--- src/core/umsm_pkg.sv ---
// Constants for the upset monitor status and mask register bank.
// Assumes an AXI4-Lite master with 32-bit data on a single clock.
// Behaviour
// (RQ1) Soft recovery mask, 16 bits, resets all ones.
// (RQ2) External recovery mask, 16 bits, resets all ones.
// (RQ3) Bit 10 latches system clock frequency unlock.
// (RQ4) Bit 9 latches system clock tolerance unlock.
// (RQ5) Bit 8 latches system clock inactive.
// (RQ6) Flags clear by write one or reset.
// (RQ7) Status bits 15 to 12 read zero.
// (RQ8) Bit 11 latches PLL lock detect failure.
package umsm_pkg;
	// Register indices; the byte address is four times the index.
	localparam logic [9:0] IDX_SOFT_MASK = 10'h1D6;
	localparam logic [9:0] IDX_EXT_MASK = 10'h1D7;
	localparam logic [9:0] IDX_STATUS = 10'h1D8;
	localparam logic [9:0] IDX_IRQ_CLEAR = 10'h1E0;
	localparam logic [9:0] IDX_IRQ_ENABLE = 10'h1E1;
	localparam int ADDR_LSB = 2;
	localparam int ADDR_W = 12;
	// Field layout of the status word.
	localparam int STAT_W = 16;
	localparam int FLAG_LO = 8;
	localparam int FLAG_N = 4;
	localparam int BIT_INACTIVE = 8;
	localparam int BIT_PPM_UNLOCK = 9;
	localparam int BIT_FREQ_UNLOCK = 10;
	localparam int BIT_PLL_FAIL = 11;
	// Reset values.
	localparam logic [15:0] MASK_RESET = 16'hFFFF;
	localparam logic [15:0] STATUS_RESET = 16'h0000;
	localparam logic [15:0] IRQ_EN_RESET = 16'h0000;
	// Bus responses.
	localparam logic [1:0] RESP_OKAY = 2'h0;
	localparam logic [1:0] RESP_SLVERR = 2'h2;
	// All state of the bank.
	typedef struct packed {
		logic [15:0] soft_mask;
		logic [15:0] ext_mask;
		logic [3:0] flags;
		logic [15:0] irq_en;
		logic aw_have;
		logic [9:0] aw_idx;
		logic w_have;
		logic [31:0] wdata;
		logic [3:0] wstrb;
		logic bvalid;
		logic [1:0] bresp;
		logic rvalid;
		logic [31:0] rdata;
		logic [1:0] rresp;
		logic soft_hit;
		logic soft_req;
		logic rec_n;
		logic irq;
	} umsm_state_t;
endpackage

--- src/core/umsm_bank.sv ---
// Status and mask register bank of the upset monitor, AXI4-Lite slave.
// Assumes monitor events are synchronous to aclk and one master.
//
// Local design decision: register access over AXI4-Lite.
`timescale 1ns/1ns
`default_nettype none
module umsm_bank
	import umsm_pkg::*;
#(
	parameter int MON_W = 16
) (
	input wire logic aclk,
	input wire logic aresetn,
	input wire logic [ADDR_W-1:0] s_axi_awaddr,
	input wire logic [2:0] s_axi_awprot,
	input wire logic s_axi_awvalid,
	output logic s_axi_awready,
	input wire logic [31:0] s_axi_wdata,
	input wire logic [3:0] s_axi_wstrb,
	input wire logic s_axi_wvalid,
	output logic s_axi_wready,
	output logic [1:0] s_axi_bresp,
	output logic s_axi_bvalid,
	input wire logic s_axi_bready,
	input wire logic [ADDR_W-1:0] s_axi_araddr,
	input wire logic [2:0] s_axi_arprot,
	input wire logic s_axi_arvalid,
	output logic s_axi_arready,
	output logic [31:0] s_axi_rdata,
	output logic [1:0] s_axi_rresp,
	output logic s_axi_rvalid,
	input wire logic s_axi_rready,
	input wire logic [MON_W-1:0] monitor_event,
	output logic soft_recovery_req,
	output logic recovery_interrupt_n,
	output logic irq
);
	umsm_state_t state_reg;
	umsm_state_t state_next;
	logic [STAT_W-1:0] status_view;
	logic [FLAG_N-1:0] flag_set;
	logic [FLAG_N-1:0] flag_clr;
	logic [15:0] wmask;
	logic [9:0] ar_idx;
	logic wr_fire;

	// Events that latch the sticky flags, bits 8 to 11 of the status.
	assign flag_set = monitor_event[FLAG_LO +: FLAG_N];

	// Reserved upper bits are tied low; lower bits show live inputs.
	always_comb begin
		status_view = STATUS_RESET;
		status_view[FLAG_LO-1:0] = monitor_event[FLAG_LO-1:0];
		status_view[BIT_INACTIVE] = state_reg.flags[0]; // RQ5
		status_view[BIT_PPM_UNLOCK] = state_reg.flags[1]; // RQ4
		status_view[BIT_FREQ_UNLOCK] = state_reg.flags[2]; // RQ3
		status_view[BIT_PLL_FAIL] = state_reg.flags[3]; // RQ8
	end

	// Byte enables expand to a bit mask over the 16-bit registers.
	assign wmask = {{8{state_reg.wstrb[1]}}, {8{state_reg.wstrb[0]}}};
	assign ar_idx = s_axi_araddr[ADDR_LSB +: 10];
	// A write completes once address and data are both held.
	assign wr_fire = state_reg.aw_have && state_reg.w_have
		&& !state_reg.bvalid;

	// Handshake outputs follow the held state directly.
	assign s_axi_awready = !state_reg.aw_have && !state_reg.bvalid;
	assign s_axi_wready = !state_reg.w_have && !state_reg.bvalid;
	assign s_axi_arready = !state_reg.rvalid;
	assign s_axi_bvalid = state_reg.bvalid;
	assign s_axi_bresp = state_reg.bresp;
	assign s_axi_rvalid = state_reg.rvalid;
	assign s_axi_rdata = state_reg.rdata;
	assign s_axi_rresp = state_reg.rresp;
	assign soft_recovery_req = state_reg.soft_req;
	assign recovery_interrupt_n = state_reg.rec_n;
	assign irq = state_reg.irq;

	// Whole next-state computation; bus, flags and recovery outputs.
	always_comb begin
		state_next = state_reg;
		flag_clr = '0;
		// Address and data are taken independently, in either order.
		if (s_axi_awvalid && s_axi_awready) begin
			state_next.aw_have = 1'b1;
			state_next.aw_idx = s_axi_awaddr[ADDR_LSB +: 10];
		end
		if (s_axi_wvalid && s_axi_wready) begin
			state_next.w_have = 1'b1;
			state_next.wdata = s_axi_wdata;
			state_next.wstrb = s_axi_wstrb;
		end
		if (wr_fire) begin
			state_next.aw_have = 1'b0;
			state_next.w_have = 1'b0;
			state_next.bvalid = 1'b1;
			state_next.bresp = RESP_OKAY;
			case (state_reg.aw_idx)
				IDX_SOFT_MASK: begin
					state_next.soft_mask = (state_reg.soft_mask & ~wmask)
						| (state_reg.wdata[15:0] & wmask); // RQ1
				end
				IDX_EXT_MASK: begin
					state_next.ext_mask = (state_reg.ext_mask & ~wmask)
						| (state_reg.wdata[15:0] & wmask); // RQ2
				end
				IDX_STATUS, IDX_IRQ_CLEAR: begin
					// Writing one clears; the status is also the clear port.
					flag_clr = state_reg.wdata[FLAG_LO +: FLAG_N]
						& wmask[FLAG_LO +: FLAG_N]; // RQ6
				end
				IDX_IRQ_ENABLE: begin
					state_next.irq_en = (state_reg.irq_en & ~wmask)
						| (state_reg.wdata[15:0] & wmask);
				end
				default: begin
					state_next.bresp = RESP_SLVERR;
				end
			endcase
		end
		if (state_reg.bvalid && s_axi_bready) begin
			state_next.bvalid = 1'b0;
		end
		// Reads answer one cycle after the address is taken.
		if (s_axi_arvalid && s_axi_arready) begin
			state_next.rvalid = 1'b1;
			state_next.rresp = RESP_OKAY;
			state_next.rdata = 32'h0000_0000;
			case (ar_idx)
				IDX_SOFT_MASK: state_next.rdata[15:0] = state_reg.soft_mask;
				IDX_EXT_MASK: state_next.rdata[15:0] = state_reg.ext_mask;
				IDX_STATUS: state_next.rdata[15:0] = status_view; // RQ7
				IDX_IRQ_CLEAR: state_next.rdata = 32'h0000_0000;
				IDX_IRQ_ENABLE: state_next.rdata[15:0] = state_reg.irq_en;
				default: state_next.rresp = RESP_SLVERR;
			endcase
		end else if (state_reg.rvalid && s_axi_rready) begin
			state_next.rvalid = 1'b0;
		end
		// A new event beats a clear in the same cycle so none is lost.
		state_next.flags = (state_reg.flags & ~flag_clr)
			| flag_set; // RQ3 RQ4 RQ5 RQ8
		// Soft recovery is a single pulse on a newly permitted input.
		state_next.soft_hit = |(monitor_event & state_reg.soft_mask); // RQ1
		state_next.soft_req = state_next.soft_hit && !state_reg.soft_hit;
		// External recovery stays low while any permitted status bit, 11 to 0, is set; bits 15..12 never count.
		state_next.rec_n = ~|(status_view & state_reg.ext_mask); // RQ2
		state_next.irq = |(status_view & state_reg.irq_en);
	end

	// Synchronous reset; every field takes a constant.
	always_ff @(posedge aclk) begin
		if (!aresetn) begin
			state_reg <= '0;
			state_reg.soft_mask <= MASK_RESET; // RQ1
			state_reg.ext_mask <= MASK_RESET; // RQ2
			state_reg.irq_en <= IRQ_EN_RESET;
			state_reg.flags <= '0; // RQ6
			state_reg.rec_n <= 1'b1;
		end else begin
			state_reg <= state_next;
		end
	end
endmodule
`default_nettype wire

--- config.mk ---
export PLATFORM = sky130hd
export DESIGN_NAME = umsm_bank
export DESIGN_NICKNAME = d
export VERILOG_FILES = /design/src/core/umsm_pkg.sv /design/src/core/umsm_bank.sv
export SDC_FILE = /design/constraint.sdc
export NUM_CORES = 1
export LEC_CHECK = 0
export ABC_AREA = 1
export BUFFER_PORTS_ARGS = -buffer_cell sky130_fd_sc_hd__buf_2
export CAP_MARGIN = 10
export CELL_PAD_IN_SITES_DETAIL_PLACEMENT = 0
export CELL_PAD_IN_SITES_GLOBAL_PLACEMENT = 1
export CORE_UTILIZATION = 27
export DETAILED_ROUTE_END_ITERATION = 10
export PLACE_DENSITY_LB_ADDON = 0.1
export SLEW_MARGIN = 25
export SYNTH_ARGS = -nofsm -noshare
export SYNTH_HDL_FRONTEND = slang
export SYNTH_SLANG_ARGS = --single-unit
--- constraint.sdc ---
create_clock -name aclk -period 1.2 [get_ports aclk]
set_input_delay 0.06 -clock aclk [delete_from_list [all_inputs] [get_ports aclk]]
set_output_delay 0.06 -clock aclk [all_outputs]
set_load 0.005 [all_outputs]
# Word-level counts from Yosys, hierarchy flattened
# Cells that the tools add are included.
[op_classes]
addsub = 0
n_mul = 0
div = 0
order_cmp = 0
n_eq_ne = 10
shift = 0
mux = 7
bitwise = 16
n_reduce_logical = 28
[op_table]
columns = ["cell", "count"]
rows = [
  ["10-bit by 9-bit == test with 1-bit output, second input constant", 10],
  ["16-bit bitwise AND", 5],
  ["16-bit one-hot mux with 4 select lines", 1],
  ["16-bit OR", 3],
  ["16-bit OR reduction", 3],
  ["12-bit by 16-bit bitwise AND with 16-bit output", 2],
  ["16-bit inverter", 1],
  ["1-bit logical AND", 10],
  ["5-bit OR reduction", 2],
  ["4-bit bitwise AND", 2],
  ["4-bit two-way mux", 2],
  ["1-bit logical NOT", 6],
  ["2-bit AND reduction", 3],
  ["2-bit OR reduction", 3],
  ["2-bit two-way mux", 2],
  ["4-bit inverter", 1],
  ["4-bit OR", 1],
  ["1-bit two-way mux", 2],
  ["2-bit nonzero test", 1],
  ["1-bit inverter", 1],
]
[totals]
ff_bits = 108
latch_bits = 0
ramBits = 0
rom_bits = 0
inputBits = 89
output_inout_bits = 44
word_cells = 79
memories = 0

# Depth between registers and ports, before layout
# Gate-level depths: netlist of the first run.
[logic_depth]
word_depth = 7
ltp_mapped = 10
depth_no_buf = 9

# Worst setup path before layout of the first run
# OpenSTA, ideal clock, no wires.
[synth_timing]
path_kind = "flip-flop to flip-flop"
from = "register state_reg[87] in the netlist's numbering"
to = "register with a tool-made name"
setup_ns = 0.138
arrival_ns = 1.140
t_required_ns = 1.062
slack_ns = -0.078
stages_incl_launch_ff = 11
n_path_buf = 1
period_less_slack_ns = 1.278
cell_sequence = "dfxtp_1 -> inv_1 -> nor2_2 -> nand2_1 -> inv_1 -> nand3_1 -> nor2_1 -> nand2_2 -> buf_6 -> nand2_1 -> o211ai_1"
[synth_lines]
columns = ["element", "line_no", "source"]
rows = [
  ["start, declared", "umsm_bank.sv:38", "umsm_state_t state_reg;"],
  ["start signal, assigned", "umsm_bank.sv:162", "state_reg <= state_next;"],
]

==> summary.md, run 1 <==
| Metric | Value |
|---|---|
| Status | `finished, violations left` |
| Failing checks | `negative hold slack, negative setup slack` |
| Fin crit period | `1.40 ns` |
| Clk_lat worst skew | `0.36 ns` |
| RSZ-0062 raised after global routing | `yes` |
| Critical Path RT | `1.43 ns` |
| Crit Path Max Fanout | `16` |
| Synth Area per Inst | `7.35 um^2` |
| Layout Nets | `942` |
| Sink Count | `106` |
| I/O Pins | `133` |
| Slew Viols, Final | `0` |
| Tot GR Track Use | `0.178` |
| CTS max path bufs | `2` |
| Gpl congestion | `0.850` |
| Critical path depth in cells | `7` |
| Final Cycle Share | `1.17` |
| Max-cap viol count | `0` |
| CP cell instances | `nand4_1, inv_2, nand3_1, nor2_2, nand2_4, nand2_1, o211ai_1` |
| Routed wire length | `17000 um` |
| Post-placement cell area | `6130 um^2` |
| Final hold violations | `1` |
| Via count | `5138` |
| Max Fclk | `0.714 GHz` |
| # fillers | `1920` |
| Initial Util | `0.276` |
| Worst path slowest cell | `dfxtp_2` |
| Predominant post-synthesis flop cell | `dfxtp_1` |
| First-pass GRT wire length | `27000 um` |
| Cell Rows | `50` |
| Largest net degree at the start of global routing | `35` |
| Post-route antenna net violation count | `0` |
| Drt wl/cell | `15.6 um` |
| EDFF count, synth | `0` |
| Layout cells sized above 1 | `0.341` |
| Core Footprint | `18700 um^2` |
| CP delay by family, top | `simple AND/OR/NAND/NOR gates` |
| Fin Setup TNS | `-7.99 ns` |
| Crit-path max cell delay | `0.36 ns` |
| Total die area | `19700 um^2` |
| Post-synth top cells | `nand2_1 (156), dfxtp_1 (106), nor2_1 (58), inv_1 (52), nand3_1 (50)` |
| Vias in the first global route | `4913` |
| Fin area | `7200 um^2` |
| Synthesized area | `5160 um^2` |
| Final hold slack | `-0.00942 ns` |
| DRC Markers | `0` |
| Worst r2r path cells | `7` |
| Most common cell in the netlist | `nand2_1` |
| Reg clk slew, reported paths | `0.08 ns` |
| Die span in y | `140 um` |
| Initial antenna violation count | `0` |
| Layout area overhead | `39.4%` |
| Synth area leaders | `dfxtp_1 (41%), nand2_1 (11%), buf_4 (6.0%), nand3_1 (4.8%), nand4_1 (4.7%)` |
| Dpl hpwl | `12600 um` |
| WP data arrival | `1.63 ns` |
| Worst VDD drop | `0.668 mV` |
| Final worst slack | `-0.200 ns` |
| Via density per instance | `4.71` |
| CP bufs+invs | `1` |
| Tot Pwr | `8.01 mW` |
| CTS tree | `done` |
| Total congestion overflow | `0` |
| FFs w/ async S/R, synth | `0` |
| Final Setup Violations | `53` |
| H-tree levels | `3` |
| Port Buf Inserts | `86` |
| Hold path depth | `3` |
| Leakage | `3.36 nW` |
| CP endpoint kind | `flop` |
| Seq/Total Area, Yosys | `0.411` |
| Total CTS buffers | `9` |
| Worst Setup Path Type | `flop to flop` |
| Share of the synthesized area in the top cell type | `0.411` |
| Yosys Warn Count | `0` |
| Min-delay worst type | `input port to flop` |
| DRT Pass-1 Iters | `4` |
| Root buf cell | `clkbuf_16` |
| Top cell type by total area after synthesis | `dfxtp_1` |
| Post-Syn Instances | `703` |
| Iteration-0 DRC count of the detailed router | `298` |
| Flops & latches, synth | `106` |
| Power density cells | `1110 nW/um^2` |
| # diodes | `0` |
| Unique cell type count in the Yosys netlist | `33` |
| Width of the die | `140 um` |
| Startpoint types | `flop` |
| Setup Skew | `0.00903 ns` |
[area by class of cell]
type,count,area (um^2),share of cell area
inverters,60,230,0.0320
flip-flops and latches,106,2130,0.296
well taps,234,293,0.0407
clock buffers,10,239,0.0332
multi-input cells,489,2780,0.386
repair buffers,187,1460,0.203
clock inverters,6,65.1,0.00904
[what timing repair did]
action / in CTS / in global routing
resized for setup: 54 / 64
hold buffers: 28 / 1
cloned: 4 / 1
endpoints found under the hold margin: 29 / 1
pin swaps: 18 / 15
setup endpoints to repair: 82 / 87
buffers inserted: 5 / 1
[cell families (layout without fill, tap and decap cells)]
family,count (synthesis),in the layout,synth area share
other cells,1,18,0.000726
compound gates,125,125,0.142
flops,106,106,0.411
simple gates,343,346,0.314
buf+inv,128,263,0.133
[worst register-to-register path, cell delays in order, from the launching register on]
cell and delay (ns):
dfxtp_2 0.36, nand4_1 0.22, inv_2 0.14, nand3_1 0.11, nor2_2 0.14, nand2_4 0.13, nand2_1 0.10, o211ai_1 0.08
[cell usage in the layout (no fill, tap or decap), types with 12 or more instances in the layout]
cell type,count
nor2_2,17
nand3_1,43
buf_4,53
o21ai_1,19
buf_2,86
nand2_1,136
dfxtp_1,99
dlygate4sd3_1,29
nor2_1,47
inv_1,44
inv_2,14
a21oi_2,12
nand2_2,22
o211ai_1,31
nand4_1,39
a21oi_1,35
conb_1,18
[worst paths after layout]
check / slack, ns / to / startpoint
hold reg to reg: 0.39 / soft_recovery_req / state_reg[3]
setup / recovery: -0.20 / flop / state_reg[86]
setup reg to reg: -0.20 / flop / state_reg[86]
hold / removal: -0.009 / state_reg[57] / s_axi_wdata[11]
[through the flow]
stage / worst slack (ns) / utilization / cells
global route: -0.353 / 0.385 / 1092
finish: -0.200 / 0.385 / 1092
global placement: -0.250 / 0.327 / 1036
CTS: -0.192 / 0.372 / 1089
detailed placement: -0.278 / 0.327 / 1036
floorplan: -0.0747 / - / 720
[where the power goes]
part	leakage [nW]	internal [mW]	total [mW]	switching, mW
Combinational	2.35	0.496	1.14	0.649
Sequential	0.867	3.64	3.74	0.0967
Clock	0.149	1.68	3.12	1.44
Total	3.36	5.82	8.01	2.19
[per-layer routing]
layer,GRT usage,vias to the layer above,wire (um)
met1,0.237,2323,8120
met2,0.285,156,7660
met3,0.0301,24,748
met5,0,-,0
met4,0.0688,0,457
li1,-,2635,-
Power figures use the tool's default switching activity.
==> run 2, diff against run 1 <==
--- a/config.mk
+++ b/config.mk
@@ -8,7 +8,7 @@
 export ABC_AREA = 1
 export BUFFER_PORTS_ARGS = -buffer_cell sky130_fd_sc_hd__buf_2
 export CAP_MARGIN = 10
-export CELL_PAD_IN_SITES_DETAIL_PLACEMENT = 0
+export CELL_PAD_IN_SITES_DETAIL_PLACEMENT = 1
 export CELL_PAD_IN_SITES_GLOBAL_PLACEMENT = 1
 export CORE_UTILIZATION = 27
 export DETAILED_ROUTE_END_ITERATION = 10
==> summary.md, run 2 (synthesis gave the netlist of run 1 again) <==
| Metric | Value |
|---|---|
| Register share of total power | `0.456 (-0.011)` |
| Critical Path RT | `1.45 ns (+0.02 ns)` |
| Crit Path Max Fanout | `8 (-8)` |
| Setup Skew | `0.00806 ns (-0.000975 ns)` |
| Final Setup Violations | `54 (+1.9%)` |
| Post-route antenna net violation count | `0 (unchanged)` |
| CTS tree | `done` |
| First-pass GRT wire length | `29500 um (+9.6%)` |
| Max Fclk | `0.709 GHz (-0.68%)` |
| CP cell instances | `inv_2, nand4_1, inv_1, nand3_2, nor2_4, nand2_2, nand2_1, o211ai_1` |
| Sink Count | `106 (unchanged)` |
| Dpl hpwl | `13600 um (+7.8%)` |
| Root buf cell | `clkbuf_16` |
| Drt wl/cell | `17.1 um (+10%)` |
| Final hold violations | `0 (-1)` |
| Layout cells sized above 1 | `0.364 (+0.0220)` |
| I/O Pins | `133 (unchanged)` |
| Worst Setup Path Type | `flop to flop` |
| DRT Pass-1 Iters | `4 (unchanged)` |
| Clock power share | `0.389 (about the same)` |
| Cells after DPL | `1036 (unchanged)` |
| Via density per instance | `4.76 (+1.2%)` |
| Width of the die | `140 um (unchanged)` |
| Initial Util | `0.276 (unchanged)` |
| Worst r2r path cells | `8 (+1)` |
| H-tree levels | `3 (unchanged)` |
| Status | `finished, violations left` |
| R2r setup slk | `-0.21 ns (about the same)` |
| Layout area overhead | `44.3%` |
| Reg clk slew, reported paths | `0.08 ns (about the same)` |
| NetSw | `2.30 mW (+5.1%)` |
| Largest net degree at the start of global routing | `35 (unchanged)` |
| CTS max path bufs | `2 (unchanged)` |
| WP data arrival | `1.66 ns (+0.03 ns)` |
| # diodes | `0 (unchanged)` |
| Final worst slack | `-0.210 ns (-0.00958 ns)` |
| Max-cap viol count | `0 (unchanged)` |
| Critical path depth in cells | `8 (+1)` |
| CP endpoint kind | `flop` |
| Vias in the first global route | `5433 (+11%)` |
| Leakage | `3.48 nW (+3.6%)` |
| Power density cells | `1110 nW/um^2 (-0.57%)` |
| Final Cycle Share | `1.17 (+0.00799)` |
| Slew Viols, Final | `0 (unchanged)` |
| Gpl congestion | `0.850 (unchanged)` |
| Via count | `5267 (+2.5%)` |
| Crit path from | `state_reg[84]` |
| Total CTS buffers | `9 (unchanged)` |
| Most frequent cells in the layout | `nand2_1 (148), dfxtp_1 (95), buf_2 (84)` |
| Most common cell after layout, fill and taps aside | `nand2_1` |
| Routed wire length | `19000 um (+12%)` |
| Comb pwr share | `0.155 (+0.012)` |
| Die span in y | `140 um (unchanged)` |
| Core Footprint | `18700 um^2 (unchanged)` |
| Total die area | `19700 um^2 (unchanged)` |
| Sw frac | `0.279 (+0.00574)` |
| Worst path slowest cell | `dfxtp_2` |
| Crit-path max cell delay | `0.34 ns (-0.02 ns)` |
| Worst VDD drop | `0.724 mV (+8.4%)` |
| Fin crit period | `1.41 ns (+0.00958 ns)` |
| Initial antenna violation count | `0 (unchanged)` |
| Startpoint types | `flop` |
| Fin Setup TNS | `-8.12 ns (-0.133 ns)` |
| Failing checks | `negative setup slack` |
| RSZ-0062 raised after global routing | `yes` |
| Layout Nets | `956 (+1.5%)` |
| Tot GR Track Use | `0.195 (+0.0175)` |
| Port Buf Inserts | `86 (unchanged)` |
| Post-Layout Cell Count | `1106 (+1.3%)` |
| Min-delay worst type | `input port to flop` |
| Hold_sp | `s_axi_rready` |
| CP bufs+invs | `2 (+1)` |
| Total congestion overflow | `0 (unchanged)` |
| RR Startpoint | `state_reg[84]` |
| Clk_lat worst skew | `0.36 ns (about the same)` |
| Cell Rows | `50 (unchanged)` |
| DRC Markers | `0 (unchanged)` |
| Iteration-0 DRC count of the detailed router | `257 (-14%)` |
| Cell-internal power | `5.95 mW (+2.2%)` |
| CP delay by family, top | `simple AND/OR/NAND/NOR gates` |
-- run 2: cell types whose count changed in the layout (fill, tap and decap cells not counted), sizes merged --
cell	change
nand2	+1
clkbuf	+2
dlygate4sd3	+1
buf	+11
clkinv	-1
-- run 2: worst min-delay path: cells and delay by family --
kind | cells | cell delay [ns]
AO/OA/AOI/OAI | 1 | 0.17
buffers and inverters | 1 | 0.08
AND/OR/NAND/NOR | 1 | 0.03
-- run 2: final cells by class --
type	count	area, um^2
clock inverters	5	60.1
inverters	60	230
repair buffers	200	1630
flip-flops and latches	106	2140
clock buffers	11	253
fillers	2258	11300
multi-input cells	490	2850
well taps	234	293
-- run 2: per-layer routing --
layer  share of wire  track usage  vias to the layer above
li1                -            -                     2654
met1            0.47        0.248                     2494
met2            0.48        0.327                       96
met3           0.029       0.0301                       23
met4           0.025       0.0839                        0
met5               0            0                        -
-- run 2: power groups by stage --
| stage | Combinational, mW | Clock (mW) | Sequential [mW] |
|---|---|---|---|
| final | 1.28 | 3.21 | 3.76 |
| after global routing | 1.39 | 3.42 | 3.78 |
| after CTS | 1.18 | 3.30 | 3.75 |
| after detailed placement | 0.913 | 0 | 3.81 |
| after global placement | 0.897 | 0 | 3.80 |
| after floorplan | 0.483 | 0 | 3.79 |
-- run 2: what timing repair did --
item / 4_1_cts / 5_1_grt
gates cloned: 5 / 3
setup buffers: 13 / 6
hold buffers: 29 / 1
endpoints found under the hold margin: 30 / 1
resized for setup: 80 / 55
setup endpoints to repair: 84 / 87
pin swaps: 20 / 27
-- run 2: how the worst min path moves through the flow --
stage	end	slack [ns]	cells past startpoint
floorplan	s_axi_bvalid	0.17	1
global placement	s_axi_bvalid	0.26	2
detailed placement	s_axi_bvalid	0.27	2
CTS	state_reg[81]	0.0006	3
global route	s_axi_rvalid	0.02	3
finish	s_axi_rvalid	0.02	3
-- run 2: per-stage QoR --
| step | hold WS [ns] | power (mW) | util | setup WS [ns] | cell area [um^2] |
|---|---|---|---|---|---|
| after floorplan | 0.174 | 4.28 | - | -0.0747 | 5260 |
| after global placement | 0.263 | 4.70 | 0.327 | -0.250 | 6130 |
| after detailed placement | 0.265 | 4.73 | 0.327 | -0.334 | 6130 |
| after CTS | 0.000626 | 8.24 | 0.384 | -0.197 | 7180 |
| after global routing | 0.0218 | 8.59 | 0.398 | -0.341 | 7450 |
| final | 0.0178 | 8.25 | 0.398 | -0.210 | 7450 |
==> run 3, diff against run 2 <==
--- a/config.mk
+++ b/config.mk
@@ -5,11 +5,11 @@
 export SDC_FILE = /design/constraint.sdc
 export NUM_CORES = 1
 export LEC_CHECK = 0
-export ABC_AREA = 1
 export BUFFER_PORTS_ARGS = -buffer_cell sky130_fd_sc_hd__buf_2
 export CAP_MARGIN = 10
 export CELL_PAD_IN_SITES_DETAIL_PLACEMENT = 1
 export CELL_PAD_IN_SITES_GLOBAL_PLACEMENT = 1
+export CORE_MARGIN = 4
 export CORE_UTILIZATION = 27
 export DETAILED_ROUTE_END_ITERATION = 10
 export PLACE_DENSITY_LB_ADDON = 0.1
==> summary.md, run 3 <==
| Metric | Value |
|---|---|
| Via density per instance | `5.10 (+7.2%)` |
| Final Cycle Share | `1.30 (+0.127)` |
| Root buf cell | `clkbuf_16` |
| Adder-Cell Fraction of Synth Area | `0 (unchanged)` |
| Power density cells | `981 nW/um^2 (-11%)` |
| Via count | `5154 (-2.1%)` |
| H-tree levels | `3 (unchanged)` |
| Leakage | `3.25 nW (-6.8%)` |
| Sink Count | `106 (unchanged)` |
| Worst Setup Path Type | `flop to flop` |
| EDFF count, synth | `0 (unchanged)` |
| CP delay by family, top | `simple AND/OR/NAND/NOR gates` |
| Fin crit period | `1.56 ns (+0.152 ns)` |
| Final worst slack | `-0.362 ns (-0.152 ns)` |
| Yosys Warn Count | `0 (unchanged)` |
| DRC Markers | `0 (unchanged)` |
| Clk_lat worst skew | `0.35 ns (about the same)` |
| Crit path from | `state_reg[88]` |
| CTS max path bufs | `2 (unchanged)` |
| Max-cap viol count | `0 (unchanged)` |
| Register share of total power | `0.464 (+0.008)` |
| RSZ-0062 raised after global routing | `yes` |
| Register area | `2150 um^2 (+0.53%)` |
| First-pass GRT wire length | `30700 um (+4.0%)` |
| Initial antenna violation count | `0 (unchanged)` |
| Area of the multi-input gates | `3530 um^2 (+24%)` |
| Post-layout util | `0.441 (+0.0430)` |
| Synth Area per Inst | `8.50 um^2 (+16%)` |
| Share of the synthesized area in the top cell type | `0.415 (+0.00382)` |
| Iteration-0 DRC count of the detailed router | `184 (-28%)` |
| CP bufs+invs | `1 (-1)` |
| Unique cell type count in the Yosys netlist | `47 (+42%)` |
| Initial Util | `0.274 (-0.00162)` |
| Tot Pwr | `8.08 mW (-2.1%)` |
| Tot GR Track Use | `0.184 (-0.0110)` |
| Worst VDD drop | `0.575 mV (-21%)` |
| Final hold violations | `0 (unchanged)` |
| Worst r2r path cells | `5 (-3)` |
| CP endpoint kind | `flop` |
| Total CTS buffers | `9 (unchanged)` |
| Clock power share | `0.350 (-0.039)` |
| Width of the die | `146 um (+3.8%)` |
| Predominant post-synthesis flop cell | `dfxtp_1` |
| Synth Area in XOR/XNOR | `0 (unchanged)` |
| Most frequent cells in the layout | `dfxtp_1 (90), buf_2 (84), buf_4 (57)` |
| Hold path depth | `3 (unchanged)` |
| Mux contribution to synthesized area | `0.0861 (+0.0861)` |
| Final hold slack | `0.0252 ns (+0.00739 ns)` |
| Layout Nets | `860 (-10%)` |
| Pre-CTS WS | `-0.555 ns (-0.221 ns)` |
| Final Setup Violations | `101 (+87%)` |
| Most common cell in the netlist | `dfxtp_1` |
| Crit-path max cell delay | `0.39 ns (+0.05 ns)` |
| CTS tree | `done` |
| Layout area overhead | `60.8%` |
| Vias in the first global route | `5397 (-0.66%)` |
| Reg clk slew, reported paths | `0.08 ns (about the same)` |
| Hold_sp | `monitor_event[8]` |
| CP cell instances | `nand4b_4, nor4_4, buf_12, mux2i_1, nor2_1` |
| Cell Rows | `50 (unchanged)` |
| Flops & latches, synth | `106 (unchanged)` |
| Largest net degree at the start of global routing | `43 (+23%)` |
| Top cell type by total area after synthesis | `dfxtp_1` |
| Synth Area in Compound Gates | `0.150 (+0.00816)` |
| # diodes | `0 (unchanged)` |
| Comb pwr share | `0.185 (+0.030)` |
| Failing checks | `negative setup slack` |
| Post-synth top cells | `dfxtp_1 (106), nand2_1 (76), nor2_1 (56), mux2i_1 (44)` |
| Max Fclk | `0.640 GHz (-9.7%)` |
| Worst path slowest cell | `nor4_4` |
| DRT Pass-1 Iters | `4 (unchanged)` |
| Critical Path RT | `1.43 ns (-0.02 ns)` |
| RR Startpoint | `state_reg[88]` |
| Total die area | `21200 um^2 (+7.8%)` |
| Worst slew pin tran | `0.573 ns` |
| Layout cells sized above 1 | `0.482 (+0.118)` |
| Gpl congestion | `0.849 (-0.12%)` |
| FFs w/ async S/R, synth | `0 (unchanged)` |
| Crit Path Max Fanout | `8 (unchanged)` |
| Port Buf Inserts | `86 (unchanged)` |
| Slew Viols, Final | `0 (unchanged)` |
| Core Footprint | `18600 um^2 (-0.33%)` |
| Dpl hpwl | `14200 um (+4.9%)` |
| Seq/Total Area, Yosys | `0.415 (+0.00382)` |
| Slew HR | `0.615` |
| Die span in y | `146 um (+3.8%)` |
| Largest family of logic cells by synthesized area | `simple AND/OR/NAND/NOR gates` |
| Min-delay worst type | `input port to flop` |
| Total congestion overflow | `0 (unchanged)` |
| Simple-Gate Fraction of Synth Area | `0.249 (-0.0646)` |
| NetSw | `2.29 mW (-0.37%)` |
| # fillers | `2100 (-7.0%)` |
| Post-route antenna net violation count | `0 (unchanged)` |
| Setup Skew | `0.00972 ns (+0.00166 ns)` |
| Startpoint types | `flop` |
| Drt wl/cell | `20.1 um (+17%)` |
| Sw frac | `0.284 (+0.00488)` |
| I/O Pins | `133 (unchanged)` |
| Most common cell after layout, fill and taps aside | `dfxtp_1` |
| Post-Syn Instances | `602 (-14%)` |
| WP data arrival | `1.79 ns (+0.13 ns)` |
| Synth area leaders | `dfxtp_1 (41%), mux2i_1 (8.6%), nand2_1 (5.6%), buf_4 (5.3%), nor2_1 (4.1%)` |
| Status | `finished, violations left` |
| Cell-internal power | `5.79 mW (-2.7%)` |
| R2r setup slk | `-0.36 ns (-0.15 ns)` |
| Hold Path Sink | `state_reg[106]` |
| Synthesized area | `5120 um^2 (-0.92%)` |
| Routed wire length | `20300 um (+7.1%)` |
## run 3: kinds of logic (layout without fill, tap and decap cells)
| group | Yosys count | after routing |
|---|---|---|
| other cells | 1 | 18 |
| simple gates | 238 | 238 |
| mux | 44 | 44 |
| flops | 106 | 106 |
| compound gates | 117 | 117 |
| buf+inv | 96 | 253 |
## run 3: worst max path at each step
stage / endpoint / cells past startpoint
6_report: flop / 5
3_5_place_dp: s_axi_rdata[6] / 6
5_1_grt: state_reg[106] / 4
3_3_place_gp: s_axi_rdata[6] / 6
4_1_cts: flop / 5
2_1_floorplan: flop / 4
## run 3: tightest hold or removal path: cells and delay by family
family	cells	cell delay (ns)
buf+inv	2	0.19
compound gates	1	0.08
## run 3: final cells by class
type                       instances  share of cell area
clock buffer                      11              0.0283
clock inverter                     5             0.00441
inverter                          20             0.00912
multi-input combinational        417               0.428
sequential                       106               0.261
tap                              234              0.0356
timing repair buffer             217               0.233
## run 3: power by group through the flow
stage / Sequential, mW / Combinational, mW / Clock (mW)
after global routing: 3.76 / 1.60 / 3.06
after CTS: 3.73 / 1.35 / 2.94
final: 3.75 / 1.50 / 2.83
after detailed placement: 3.80 / 0.893 / 0
after floorplan: 3.77 / 0.472 / 0
after global placement: 3.80 / 0.874 / 0
## run 3: what timing repair did
action	CTS	global route
pin swaps	31	73
gates resized for setup	114	138
buffers inserted	14	10
hold buffers	32	0
endpoints found under the hold margin	32	0
setup endpoints to repair	105	103
cloned	7	2
## run 3: per-stage QoR
stage | cell area (um^2) | setup TNS, ns | instances
3_3_place_gp | 6320 | -21.10 | 941
5_1_grt | 8230 | -28.09 | 1010
2_1_floorplan | 5360 | -16.41 | 619
3_5_place_dp | 6320 | -24.98 | 941
6_report | 8230 | -21.55 | 1010
4_1_cts | 7620 | -21.41 | 1007
## run 3: routing by layer
metal	wire, um	vias up	GRT usage
met5	0	-	0
met4	606	0	0.0594
met3	997	40	0.0392
met2	10100	142	0.319
met1	8560	2513	0.229
li1	-	2459	-
